===== src/logic/chan_seq_pkg.sv =====
package chan_seq_pkg;
	// Clock and time base
	localparam int          CLK_NS      = 10;
	localparam int          TICK_NS     = 1000;
	localparam int          TICK_CYCLES = TICK_NS / CLK_NS;
	localparam logic [6:0]  TICK_LAST   = 7'(TICK_CYCLES - 1);
	localparam int          CTRL_LOW_US = 10;
	localparam logic [3:0]  CTRL_LOW_TK = 4'(CTRL_LOW_US * 1000 / TICK_NS);
	// Sizes
	localparam int NCH   = 4;
	localparam int NPIN  = 2;
	localparam int DAC_W = 10;
	localparam int NWORD = 7;
	// Global register offsets
	localparam logic [11:0] OFS_OPERATION = 12'h000;
	localparam logic [11:0] OFS_VIN_LIMIT = 12'h004;
	localparam logic [11:0] OFS_RESTART   = 12'h008;
	localparam logic [11:0] OFS_STATUS    = 12'h00c;
	localparam logic [11:0] OFS_STATE     = 12'h010;
	localparam logic [11:0] OFS_CH_BASE   = 12'h040;
	localparam logic [11:0] OFS_CH_END    = 12'h0c0;
	// Per-channel word index (stride 0x20)
	localparam logic [2:0] CW_CFG    = 3'h0;
	localparam logic [2:0] CW_TON    = 3'h1;
	localparam logic [2:0] CW_TOFF   = 3'h2;
	localparam logic [2:0] CW_VCMD   = 3'h3;
	localparam logic [2:0] CW_MARGIN = 3'h4;
	localparam logic [2:0] CW_FAULT  = 3'h5;
	localparam logic [2:0] CW_WARN   = 3'h6;
	// channel_config fields
	localparam int CFG_SRC    = 0;
	localparam int CFG_TRACK  = 2;
	localparam int CFG_PIN    = 3;
	localparam int CFG_DACM   = 4;
	localparam int CFG_WSERVO = 6;
	localparam int CFG_CONT   = 7;
	localparam int CFG_IGN_OV = 8;
	localparam int CFG_UV_OFF = 9;
	localparam int CFG_DAC    = 16;
	localparam int DISCH_LSB  = 16;
	// Operation register: on bit and margin pair per channel nibble
	localparam int OP_STRIDE = 4;
	localparam int OP_MRG    = 1;
	localparam logic [1:0] SRC_VIN  = 2'h0;
	localparam logic [1:0] SRC_OP   = 2'h1;
	localparam logic [1:0] SRC_PIN  = 2'h2;
	localparam logic [1:0] SRC_BOTH = 2'h3;
	localparam logic [1:0] DM_SERVO    = 2'h0;
	localparam logic [1:0] DM_OFF      = 2'h1;
	localparam logic [1:0] DM_MAN_SOFT = 2'h2;
	localparam logic [1:0] DM_MAN_HARD = 2'h3;
	localparam logic [1:0] MRG_NOM  = 2'h0;
	localparam logic [1:0] MRG_LOW  = 2'h1;
	localparam logic [1:0] MRG_HIGH = 2'h2;
	// Reset values; discharge factor 0xc0 = 0.75 of commanded voltage
	localparam logic [31:0] WORD_RESET = 32'h0000_0000;
	localparam logic [31:0] VCMD_RESET = 32'h00c0_0000;
	typedef enum logic [2:0] {
		CH_OFF, CH_WAIT_ON, CH_RISE, CH_ON, CH_OFF_WAIT
	} chan_state_type;
endpackage


===== src/logic/channel_sequence_servo_margin.sv =====
// Functional notes
// - Pins and operation commands ignored until input voltage passes on level.
// - Input below off level turns all off, immediate or sequenced by track bit.
// - Turn-on source per channel: input only, command, pin, or both.
// - Converter enable rises after turn-on delay from sequence start.
// - After rise time the DAC soft-connects and servos to commanded voltage.
// - At maximum turn-on time check undervoltage; optionally disable, drive fault.
// - Overvoltage checked always, except margining set to ignore it.
// - In ON state the command selects margin high, low or nominal.
// - Continuous trim updates DAC after every output reading.
// - Non-continuous trim stops updating DAC once target is read.
// - Non-continuous with warn servo re-servos outside warning limits.
// - Soft-connect brings DAC within one LSB of feedback before connecting.
// - Disconnected mode keeps the DAC output high impedance.
// - Manual soft-connect: match feedback, connect, then only host writes.
// - Manual hard-connect: connect with stored code, then host writes.
// - Host writes margin bits; device targets stored margin limits.
// - Margin requests ignored while the DAC is disconnected.
// - Off sequence drops each enable after its turn-off delay.
// - Off threshold is discharge factor times commanded voltage.
// - ON attempt above off threshold holds off, sets status, pulls alert.
// - Pin low over 10 us then released: restart delay, then turn-on delays.
// - Each channel enable maps to one control pin by config field.
`timescale 1ns/100ps
`default_nettype none
module channel_sequence_servo_margin
	import chan_seq_pkg::*;
(
	// Clock and reset
	input  wire logic                  clk,
	input  wire logic                  rst_n,
	// APB slave
	input  wire logic                  psel,
	input  wire logic                  penable,
	input  wire logic                  pwrite,
	input  wire logic [11:0]           paddr,
	input  wire logic [31:0]           pwdata,
	output logic      [31:0]           prdata,
	output logic                       pready,
	output logic                       pslverr,
	// Control pins and ADC readings
	input  wire logic [1:0]            control_pin,
	input  wire logic [15:0]           input_sense_pin,
	input  wire logic [3:0][15:0]      vout_reading,
	input  wire logic [3:0]            vout_valid,
	input  wire logic [3:0][9:0]       feedback_code,
	// Converter side
	output logic      [3:0]            converter_enable_out,
	output logic      [3:0][9:0]       trim_dac_out,
	output logic      [3:0]            trim_dac_connect,
	output logic      [1:0]            shared_fault_line_out,
	output logic      [1:0]            shared_fault_line_oe,
	output logic                       alert_out_n
);
	import chan_seq_pkg::*;

	typedef struct packed {
		chan_state_type [3:0]      st;
		logic [3:0][15:0]          elapsed;
		logic [3:0]                enable;
		logic [3:0]                connect;
		logic [3:0][9:0]           dac;
		logic [3:0]                servo_run;
		logic [3:0]                uv_done;
		logic [3:0][1:0]           margin;
		logic [3:0]                held_off;
		logic [3:0]                held_sticky;
		logic [3:0]                uv_fault;
		logic [3:0]                ov_fault;
		logic [15:0]               operation;
		logic [31:0]               vin_limit;
		logic [15:0]               restart_dly;
		logic [3:0][6:0][31:0]     chreg;
		logic                      vin_ok;
		logic [6:0]                tick_cnt;
		logic                      tick;
		logic [1:0][3:0]           low_cnt;
		logic [1:0]                restart_busy;
		logic [1:0][15:0]          restart_cnt;
		logic [1:0]                fault_oe;
		logic                      alert_n;
		logic                      pready;
		logic                      pslverr;
		logic [31:0]               prdata;
	} state_type;

	state_type q;
	state_type n;

	function automatic logic is_chan(input logic [11:0] a);
		is_chan = a >= OFS_CH_BASE && a < OFS_CH_END && a[4:2] < 3'(NWORD);
	endfunction

	function automatic logic [1:0] chan_of(input logic [11:0] a);
		logic [11:0] off;
		off = a - OFS_CH_BASE;
		chan_of = off[6:5];
	endfunction

	function automatic logic [9:0] step_to(input logic [9:0] c,
					       input logic [9:0] t);
		step_to = (c < t) ? c + 10'h001 : c - 10'h001;
	endfunction

	// Per-channel turn-on request and off threshold
	logic [3:0]       req;
	logic [3:0][15:0] thr;
	logic [3:0][1:0]  dmode;
	logic [3:0]       pin_on;
	genvar g;
	generate
		for (g = 0; g < NCH; g++) begin : g_ch
			logic [31:0] cfg;
			logic [31:0] vc;
			logic [31:0] prod;
			logic        op_on;
			assign cfg = q.chreg[g][CW_CFG];
			assign vc = q.chreg[g][CW_VCMD];
			assign op_on = q.operation[g*OP_STRIDE];
			assign pin_on[g] = control_pin[cfg[CFG_PIN]];
			assign dmode[g] = cfg[CFG_DACM +: 2];
			// Source decode, all gated by input voltage
			always_comb begin
				case (cfg[CFG_SRC +: 2])
					SRC_VIN:  req[g] = q.vin_ok;
					SRC_OP:   req[g] = q.vin_ok && op_on;
					SRC_PIN:  req[g] = q.vin_ok && pin_on[g];
					SRC_BOTH: req[g] = q.vin_ok && op_on && pin_on[g];
					default:  req[g] = 1'b0;
				endcase
			end
			// Factor is 8-bit fraction of 256
			assign prod = 32'(vc[15:0]) * 32'(vc[DISCH_LSB +: 8]);
			assign thr[g] = prod[23:8];
		end
	endgenerate

	always_comb begin
		logic        acc;
		logic        wr;
		logic [1:0]  wc;
		logic [2:0]  ww;
		logic [31:0] cfg;
		logic [15:0] rd;
		logic [15:0] tgt;
		logic [3:0]  dac_wr;
		logic        pin;
		logic [31:0] rdv;
		logic        bad;
		logic [3:0]  retarget;
		n = q;
		retarget = 4'h0;
		acc = psel && penable;
		wr = acc && q.pready && pwrite;
		wc = chan_of(paddr);
		ww = paddr[4:2];
		dac_wr = 4'h0;
		rdv = 32'h0000_0000;
		bad = 1'b0;
		cfg = 32'h0000_0000;
		rd = 16'h0000;
		tgt = 16'h0000;
		pin = 1'b0;

		// Time base shared by every timer
		n.tick = q.tick_cnt == TICK_LAST;
		n.tick_cnt = n.tick ? 7'h00 : q.tick_cnt + 7'h01;

		// Bus: one wait state, then complete
		n.pready = acc && !q.pready;
		n.pslverr = 1'b0;
		if (acc && !q.pready) begin
			case (paddr)
				OFS_OPERATION: rdv = 32'(q.operation);
				OFS_VIN_LIMIT: rdv = q.vin_limit;
				OFS_RESTART:   rdv = 32'(q.restart_dly);
				OFS_STATUS:    rdv = {16'h0000, q.ov_fault, q.uv_fault,
						      q.held_off, q.held_sticky};
				OFS_STATE: begin
					rdv = {7'h00, q.vin_ok, q.connect, q.enable,
					       4'h0, 3'(q.st[3]), 3'(q.st[2]),
					       3'(q.st[1]), 3'(q.st[0])};
				end
				default: begin
					if (is_chan(paddr)) begin
						rdv = q.chreg[wc][ww];
					end else begin
						bad = 1'b1;
					end
				end
			endcase
			n.prdata = rdv;
			n.pslverr = bad;
		end
		if (wr) begin
			case (paddr)
				OFS_OPERATION: begin
					n.operation = pwdata[15:0];
					for (int i = 0; i < NCH; i++) begin
						if (q.connect[i]) begin
							n.margin[i] = pwdata[i*OP_STRIDE+OP_MRG +: 2];
							retarget[i] = n.margin[i] != q.margin[i];
						end else begin
							// Dropped request reads back as the old margin
							n.operation[i*OP_STRIDE+OP_MRG +: 2] =
								q.operation[i*OP_STRIDE+OP_MRG +: 2];
						end
					end
				end
				OFS_VIN_LIMIT: n.vin_limit = pwdata;
				OFS_RESTART:   n.restart_dly = pwdata[15:0];
				OFS_STATUS: begin
					n.held_sticky = q.held_sticky & ~pwdata[3:0];
					n.uv_fault = q.uv_fault & ~pwdata[11:8];
					n.ov_fault = q.ov_fault & ~pwdata[15:12];
				end
				default: begin
					if (is_chan(paddr)) begin
						n.chreg[wc][ww] = pwdata;
						dac_wr[wc] = ww == CW_CFG;
					end
				end
			endcase
		end

		// Input voltage window with hysteresis
		if (input_sense_pin > q.vin_limit[15:0]) begin
			n.vin_ok = 1'b1;
		end else if (input_sense_pin < q.vin_limit[31:16]) begin
			n.vin_ok = 1'b0;
		end

		// Automatic restart per control pin
		for (int p = 0; p < NPIN; p++) begin
			if (!control_pin[p]) begin
				if (q.tick && q.low_cnt[p] <= CTRL_LOW_TK) begin
					n.low_cnt[p] = q.low_cnt[p] + 4'h1;
				end
			end else begin
				n.low_cnt[p] = 4'h0;
				if (q.low_cnt[p] > CTRL_LOW_TK) begin
					n.restart_busy[p] = 1'b1;
					n.restart_cnt[p] = 16'h0000;
				end
			end
			if (q.restart_busy[p]) begin
				if (q.restart_cnt[p] >= q.restart_dly) begin
					n.restart_busy[p] = 1'b0;
				end else if (q.tick) begin
					n.restart_cnt[p] = q.restart_cnt[p] + 16'h0001;
				end
			end
		end

		n.fault_oe = 2'b00;
		for (int i = 0; i < NCH; i++) begin
			cfg = q.chreg[i][CW_CFG];
			rd = vout_reading[i];
			pin = cfg[CFG_PIN];
			case (q.margin[i])
				MRG_HIGH: tgt = q.chreg[i][CW_MARGIN][15:0];
				MRG_LOW:  tgt = q.chreg[i][CW_MARGIN][31:16];
				default:  tgt = q.chreg[i][CW_VCMD][15:0];
			endcase
			if (q.tick && q.elapsed[i] != 16'hffff) begin
				n.elapsed[i] = q.elapsed[i] + 16'h0001;
			end
			// Overvoltage: every reading, unless margining ignores it
			if (vout_valid[i] && rd > q.chreg[i][CW_FAULT][15:0] &&
			    !(cfg[CFG_IGN_OV] && q.margin[i] != MRG_NOM)) begin
				n.ov_fault[i] = 1'b1;
			end
			if (q.uv_fault[i] && cfg[CFG_UV_OFF]) begin
				n.fault_oe[pin] = 1'b1;
			end

			case (q.st[i])
				CH_OFF: begin
					n.held_off[i] = 1'b0;
					if (req[i] && !q.restart_busy[pin]) begin
						if (rd < thr[i]) begin
							n.st[i] = CH_WAIT_ON;
							n.elapsed[i] = 16'h0000;
						end else begin
							n.held_off[i] = 1'b1;
							n.held_sticky[i] = 1'b1;
						end
					end
				end
				CH_WAIT_ON: begin
					if (q.elapsed[i] >= q.chreg[i][CW_TON][15:0]) begin
						n.enable[i] = 1'b1;
						n.st[i] = CH_RISE;
						n.elapsed[i] = 16'h0000;
						n.uv_done[i] = 1'b0;
					end
				end
				CH_RISE: begin
					if (q.elapsed[i] >= q.chreg[i][CW_TON][31:16]) begin
						case (dmode[i])
							DM_OFF: n.st[i] = CH_ON;
							DM_MAN_HARD: begin
								n.dac[i] = cfg[CFG_DAC +: DAC_W];
								n.connect[i] = 1'b1;
								n.st[i] = CH_ON;
							end
							default: begin
								if (q.dac[i] - feedback_code[i] < 10'h002 ||
								    feedback_code[i] - q.dac[i] < 10'h002) begin
									n.connect[i] = 1'b1;
									n.servo_run[i] = dmode[i] == DM_SERVO;
									n.st[i] = CH_ON;
								end else begin
									n.dac[i] = step_to(q.dac[i], feedback_code[i]);
								end
							end
						endcase
					end
				end
				CH_ON: begin
					if (vout_valid[i] && q.connect[i] && dmode[i] == DM_SERVO) begin
						if (!cfg[CFG_CONT] && cfg[CFG_WSERVO] &&
						    (rd > q.chreg[i][CW_WARN][15:0] ||
						     rd < q.chreg[i][CW_WARN][31:16])) begin
							n.servo_run[i] = 1'b1;
						end
						if (cfg[CFG_CONT] || q.servo_run[i]) begin
							if (rd < tgt && q.dac[i] != 10'h000) begin
								n.dac[i] = q.dac[i] - 10'h001;
							end else if (rd > tgt && q.dac[i] != 10'h3ff) begin
								n.dac[i] = q.dac[i] + 10'h001;
							end else if (rd == tgt && !cfg[CFG_CONT]) begin
								n.servo_run[i] = 1'b0;
							end
						end
					end
					if (dac_wr[i] && q.connect[i] && dmode[i] != DM_SERVO) begin
						n.dac[i] = pwdata[CFG_DAC +: DAC_W];
					end
				end
				CH_OFF_WAIT: begin
					if (q.elapsed[i] >= q.chreg[i][CW_TOFF][31:16]) begin
						n.enable[i] = 1'b0;
						n.connect[i] = 1'b0;
						n.servo_run[i] = 1'b0;
						n.st[i] = CH_OFF;
					end
				end
				default: n.st[i] = CH_OFF;
			endcase

			// Undervoltage check at maximum turn-on time
			if ((q.st[i] == CH_RISE || q.st[i] == CH_ON) && !q.uv_done[i] &&
			    q.elapsed[i] >= q.chreg[i][CW_TOFF][15:0]) begin
				n.uv_done[i] = 1'b1;
				if (rd < q.chreg[i][CW_FAULT][31:16]) begin
					n.uv_fault[i] = 1'b1;
					if (cfg[CFG_UV_OFF]) begin
						n.enable[i] = 1'b0;
						n.connect[i] = 1'b0;
						n.servo_run[i] = 1'b0;
						n.st[i] = CH_OFF;
					end
				end
			end

			// Turn-off paths
			if (q.restart_busy[pin]) begin
				n.st[i] = CH_OFF;
				n.enable[i] = 1'b0;
				n.connect[i] = 1'b0;
				n.servo_run[i] = 1'b0;
			end else if (!req[i] && q.st[i] != CH_OFF &&
				     q.st[i] != CH_OFF_WAIT) begin
				if (q.st[i] == CH_WAIT_ON ||
				    (!q.vin_ok && !cfg[CFG_TRACK])) begin
					n.st[i] = CH_OFF;
					n.enable[i] = 1'b0;
					n.connect[i] = 1'b0;
					n.servo_run[i] = 1'b0;
				end else begin
					n.st[i] = CH_OFF_WAIT;
					n.elapsed[i] = 16'h0000;
				end
			end
			if (dmode[i] == DM_OFF) begin
				n.connect[i] = 1'b0;
			end
			// Non-continuous servo has parked; a new target must wake it
			if (retarget[i] && n.connect[i] && dmode[i] == DM_SERVO) begin
				n.servo_run[i] = 1'b1;
			end
			if (!n.connect[i]) begin
				n.margin[i] = MRG_NOM;
			end
		end
		n.alert_n = !(|n.held_off);
	end

	// Asynchronous reset loads constants only
	always_ff @(posedge clk or negedge rst_n) begin
		if (!rst_n) begin
			q <= '0;
			for (int i = 0; i < NCH; i++) begin
				q.chreg[i][CW_VCMD] <= VCMD_RESET;
			end
			q.alert_n <= 1'b1;
		end else begin
			q <= n;
		end
	end

	assign prdata = q.prdata;
	assign pready = q.pready;
	assign pslverr = q.pslverr;
	assign converter_enable_out = q.enable;
	assign trim_dac_out = q.dac;
	assign trim_dac_connect = q.connect;
	assign shared_fault_line_out = 2'b00;
	assign shared_fault_line_oe = q.fault_oe;
	assign alert_out_n = q.alert_n;
endmodule
`default_nettype wire


===== config.mk =====
export PLATFORM = sky130hd
export DESIGN_NAME = channel_sequence_servo_margin
export DESIGN_NICKNAME = d
export VERILOG_FILES = /design/src/logic/chan_seq_pkg.sv /design/src/logic/channel_sequence_servo_margin.sv
export SDC_FILE = /design/constraint.sdc
export NUM_CORES = 2
export LEC_CHECK = 0
export ABC_AREA = 0
export BUFFER_PORTS_ARGS = -buffer_cell sky130_fd_sc_hd__buf_4
export CORE_UTILIZATION = 25
export DETAILED_ROUTE_END_ITERATION = 6
export PLACE_DENSITY = 0.5
export REMOVE_ABC_BUFFERS = 1
export SYNTH_ARGS = -nofsm -noshare
export SYNTH_HDL_FRONTEND = slang
export SYNTH_SLANG_ARGS = --single-unit

===== constraint.sdc =====
create_clock -name clk -period 7.17 [get_ports clk]
set_input_delay 2.151 -clock clk [delete_from_list [all_inputs] [get_ports clk]]
set_output_delay 2.151 -clock clk [all_outputs]
set_load 0.02 [all_outputs]

After elaboration in Yosys (flattened, before gate mapping):

Index checks and enable logic that the tools add are counted.

* flip-flop bits (word level): 1204
* input bits: 175
* output and inout port bits: 87
* logic and storage cells: 987

* add/subtract/negate cells: 26
* multiply operators: 4
* $lt $le $gt $ge: 79
* eq/ne operators: 105
* multiplexer cells: 439
* bitwise gates (word level): 11
* reductions and logical operators: 245

Operators by type and width (number)
* $mux W896: 2
* $mux W972: 1
* $bwmux W896: 1
* $mux W16: 40
* $bmux W224 S2: 1
* $demux W224 S2: 1
* $mux W224: 2
* $mux W10: 32
* $ge A16 B16 Y1: 18
* $lt A16 B16 Y1: 17
* $pmux W16 S2: 8
* $mux W1: 229
* $gt A16 B16 Y1: 13
* $pmux W10 S2: 8
* $pmux W32 S5: 1
* $mux W3: 52
* $mux W32: 4
* $logic_and A1 B1 Y1: 114
* $add A16 B1 Y16 const B: 6
* $bmux W32 S3: 1
* $demux W32 S3: 1
* $mul A16 B8 Y24: 4
* $lt A10 B2 Y1 const B: 8
* $sub A10 B10 Y10: 8
* other kinds (65): 337

Depth between registers and ports, before layout:

* word-level depth: 17
* depth in mapped cells: 32
* gate-level depth less buffers: 30

Least setup slack after synthesis:

OpenSTA, ideal clock, no wires.

* kind: reg2reg
* start point: register (tool-made name)
* end point: register q[1133] (netlist name)
* setup time: 132 ps
* arrival time: 7018 ps
* required time: 7038 ps
* path slack: 20 ps
* cell stages (with the launch flop): 30
* buffers on the path: 2
* cell sequence: dfstp_2 clkbuf_1 and2_1 fa_1 fa_1 fa_1 inv_1 fa_1 inv_1 ha_1 a21o_1 nor3b_1 a21boi_0 nor3_1 a2111oi_0 nor2b_1 a21o_1 a21oi_1 xor2_1 ha_1 a21o_1 a21o_1 a21oi_1 o21ai_0 or3_1 o31ai_1 nand4_1 nand3_1 clkbuf_1 nor2_1

RTL lines
* to (signal assigned): line channel_sequence_servo_margin.sv:409 `q <= n;`
* to (decl): line channel_sequence_servo_margin.sv:87 `state_type q;`

==> metrics.md <==
| Metric | Value |
|---|---|
| Clk root buf | `clkbuf_16` |
| Status | `finished with violations` |
| Place WS | `-0.4421 ns` |
| Seq/Total Area, Yosys | `31.95%` |
| Avg Inst Size Synth | `9.531 um2` |
| Cts bufs inserted | `~160` |
| Clock Path Buffers | `4` |
| Max-slew violations | `0` |
| Yosys reg bits | `between 1000 and 1500` |
| Hold_buf cts | `0` |
| Total track usage | `between 20 and 25%` |
| Fraction of layout instances using a drive strength above 1 | `16.60%` |
| Starting Density | `approximately a quarter` |
| Hold Violations, Final | `0` |
| Finished Core Util | `roughly 29%` |
| Final antenna-violating net count | `0` |
| CTS Sinks | `approximately 1200` |
| Register area | `around 30000 um2` |
| VDD IR max | `0.0001501 V` |
| Tmin final | `around 7.1 ns` |
| Die area | `~380000 um2` |
| Fillers | `39540` |
| CP Capture Type | `flop` |
| Critical path type | `reg2reg` |
| Setup violators final | `0` |
| Number of global-route vias before repair | `approximately 75000` |
| CP peak stage delay | `around 0.60 ns` |
| DR iter-0 viols | `about 8100` |
| Rel. slew slack | `between 10% and 20%` |
| Primary FF master, synth | `dfrtp_1` |
| Data arrival, critical path | `a little under 8 ns` |
| Worst-path clk slew | `~0.06 ns` |
| Horiz. Die Dim | `616.3 um` |
| I/O Buffers | `approximately 260` |
| Multi-input logic area | `approximately 58000 um2` |
| Clk_skew | `~0.048 ns` |
| Max-cap violations | `0` |
| Die H | `616.3 um` |
| Synth warnings | `0` |
| Antenna violations before repair | `69` |
| Total global routing overflow | `0` |
| Final GP Congestion | `around 0.97` |
| XOR/XNOR Fraction of Synth Area | `about 2.2%` |
| Largest family of logic cells by synthesized area | `adder cells` |
| Mapped Area | `94340 um2` |
| Adder-Cell Fraction of Synth Area | `between 10% and 20%` |
| Period utilization | `a little over nine tenths` |
| Critical path startpoint category | `flop` |
| Synth Area in Compound Gates | `around an eighth` |
| Fmax achieved | `141.4 MHz` |
| First-pass GRT wire length | `around 570000 um` |
| Slowest cell on crit path | `dfstp_2` |
| Vias per cell | `approximately 5.1` |
| Cell count after synthesis | `9898` |
| P_leak | `approximately 53 nW` |
| Worst-Skew Late Latency | `a little under 0.9 ns` |
| CORE AREA | `375500 um2` |
| Final WL | `around 400000 um` |
| H-Tree Depth | `4` |
| CTS tree | `built` |
| Async S/R FF share, synth | `between 90% and 100%` |
| Simple-gate share of the synthesized area | `between 10% and 20%` |
| EDFF count, synth | `0` |
| Crit path max fanout | `8` |
| Worst Hold Class | `reg2reg` |
| DRT Pass-1 Iters | `7` |
| FP Rows | `between 200 and 250` |
| Critical Path Most Common Cell | `fa_1` |
| HPWL after DPL | `between 300000 and 400000 um` |
| Power Dens Cells | `155.8 nW/um2` |
| Worst Tran Pin Value | `roughly 1.3 ns` |
| DR DRC count | `3` |
| IO Count | `~260` |
| Final worst slack | `0.09912 ns` |
| Failing checks | `DRC` |
| Average wire per standard cell | `approximately 27 um` |
| Worst path required time | `slightly below 8 ns` |
| Post-synthesis mux area share | `12.60%` |
| Largest net degree at the start of global routing | `156` |
| Total number of vias | `76640` |
| Nets | `11450` |
| Syn-to-layout area delta | `15.08%` |
| Synth unique cells | `100` |
| RSZ-0062 raised after global routing | `true` |
-- synth_stat cells, types with 25 or more instances --
library cell,n,share of area [%]
dfrtp_1,1195,32
nand2_1,1149,4.6
inv_1,1080,4.3
ha_1,954,13
o21ai_0,912,4.8
clkbuf_1,478,1.9
mux2_2,431,5.1
and2_1,399,2.6
nor2_1,354,1.4
fa_1,340,7.2
a21oi_1,337,1.8
mux4_2,256,6.1
a21o_1,199,1.6
xnor2_1,144,1.3
nand3_1,141,0.75
mux2i_1,126,1.3
nand4_1,119,0.79
nor3_1,105,0.56
a22oi_1,95,0.76
xor2_1,90,0.84
buf_4,87,0.69
nand2b_1,77,0.51
o21a_1,70,0.56
nor2b_1,67,0.44
a211oi_1,55,0.44
a31oi_1,55,0.36
buf_2,41,0.22
and3_1,39,0.26
buf_1,39,0.16
o211ai_1,38,0.30
or3_1,29,0.19
o31ai_1,25,0.20
-- power breakdown --
part | total (W) | switching, W | internal [W]
Clock | 0.00863 | 0.00339 | 0.00525
Combinational | 0.00143 | 0.00101 | 0.000428
Sequential | 0.00685 | 0.0000285 | 0.00682
Total | 0.0169 | 0.00442 | 0.0125
-- layout by cell type, fill, tap and decap left out, types with 19 or more instances in the layout --
cell type,count
nand4_1,119
o211ai_1,38
nor2b_1,65
nor2_4,33
nand3_1,138
buf_4,540
buf_12,23
a222oi_1,21
nand2_1,1149
clkinv_2,22
o21ai_0,905
mux2_2,431
a2111oi_0,19
ha_1,949
clkbuf_1,25
nor2_1,318
xnor2_1,144
a31oi_1,55
a211oi_1,53
nor3_1,97
mux4_2,256
a21o_1,199
bufinv_16,22
mux2i_1,126
a22oi_1,95
o31ai_1,22
fa_1,338
clkbuf_16,162
and3_1,38
dfrtp_1,1184
nand2b_1,77
a21oi_1,330
or3_1,26
xor2_1,90
inv_1,1080
or2_2,22
clkbuf_8,33
o21a_1,70
and2_1,395
-- final cells by class --
cell class | instances | area share (%)
diodes | 17 | 0.03918
clock buffers | 219 | 4.216
clock inverters | 57 | 0.8252
inverters | 1085 | 3.751
multi-input cells | 6963 | 53.33
flip-flops and latches | 1204 | 27.77
well taps | 4994 | 5.755
repair buffers | 572 | 4.304
-- per-layer routing --
| metal | track usage (%) | part of all wire (%) | vias to the layer above | wire [um] |
|---|---|---|---|---|
| li1 | - | - | 34160 | - |
| met1 | 26.68 | 41 | 38540 | 164600 |
| met2 | 32.96 | 45 | 3150 | 181500 |
| met3 | 4.307 | 8.2 | 753 | 32890 |
| met4 | 10.28 | 5.8 | 28 | 23290 |
| met5 | 0 | 0.049 | - | 196 |
-- critical path: cells and delay by family (launching register included) --
kind | cells | cell delay, ns
buffers and inverters | 8 | 0.95
AND/OR/NAND/NOR | 7 | 1.00
AO/OA/AOI/OAI | 11 | 1.74
XOR/XNOR | 1 | 0.16
flip-flops | 1 | 0.60
adder cells (fa/ha/maj) | 6 | 2.47
-- per-stage QoR --
stage | hold WS (ns) | std cells | cell area (um2) | power (W) | TNS (ns)
floorplan | 0.4341 | 9252 | 91520 | 0.007465 | 0
global placement | 0.4488 | 14800 | 102500 | 0.008386 | -7.143
detailed placement | 0.4549 | 14800 | 102500 | 0.008388 | -7.632
CTS | 0.4687 | 15080 | 108200 | 0.01698 | 0
global route | 0.4962 | 15100 | 108500 | 0.01733 | -2.002
finish | 0.4678 | 15110 | 108600 | 0.01692 | 0
-- worst paths after layout --
check	start	to	slack, ns	cells after the start
setup reg to reg	flop	q[1141]	0.1	33
max in group asynchronous	rst_n	asynchronous set/reset pin	4.33	2
hold / removal	flop	flop	0.47	2
hold reg to reg	flop	flop	0.47	2
setup / recovery	flop	q[1141]	0.1	33
min in group asynchronous	rst_n	q[86]	1.28	1
-- timing repair --
action,4_1_cts,5_1_grt
resized for setup,27,65
endpoints found under the setup margin,31,74
cloned,1,1
pin swaps,8,33
buffers inserted,6,10
-- logic make-up after synthesis --
| family | after synthesis |
|---|---|
| multiplexers | 814 |
| adder cells (fa/ha/maj) | 1294 |
| AND/OR/NAND/NOR | 2591 |
| other | 1 |
| flip-flops | 1204 |
| XOR/XNOR | 234 |
| AO/OA/AOI/OAI | 2028 |
| buffers and inverters | 1732 |
Power figures use the tool's default switching activity.
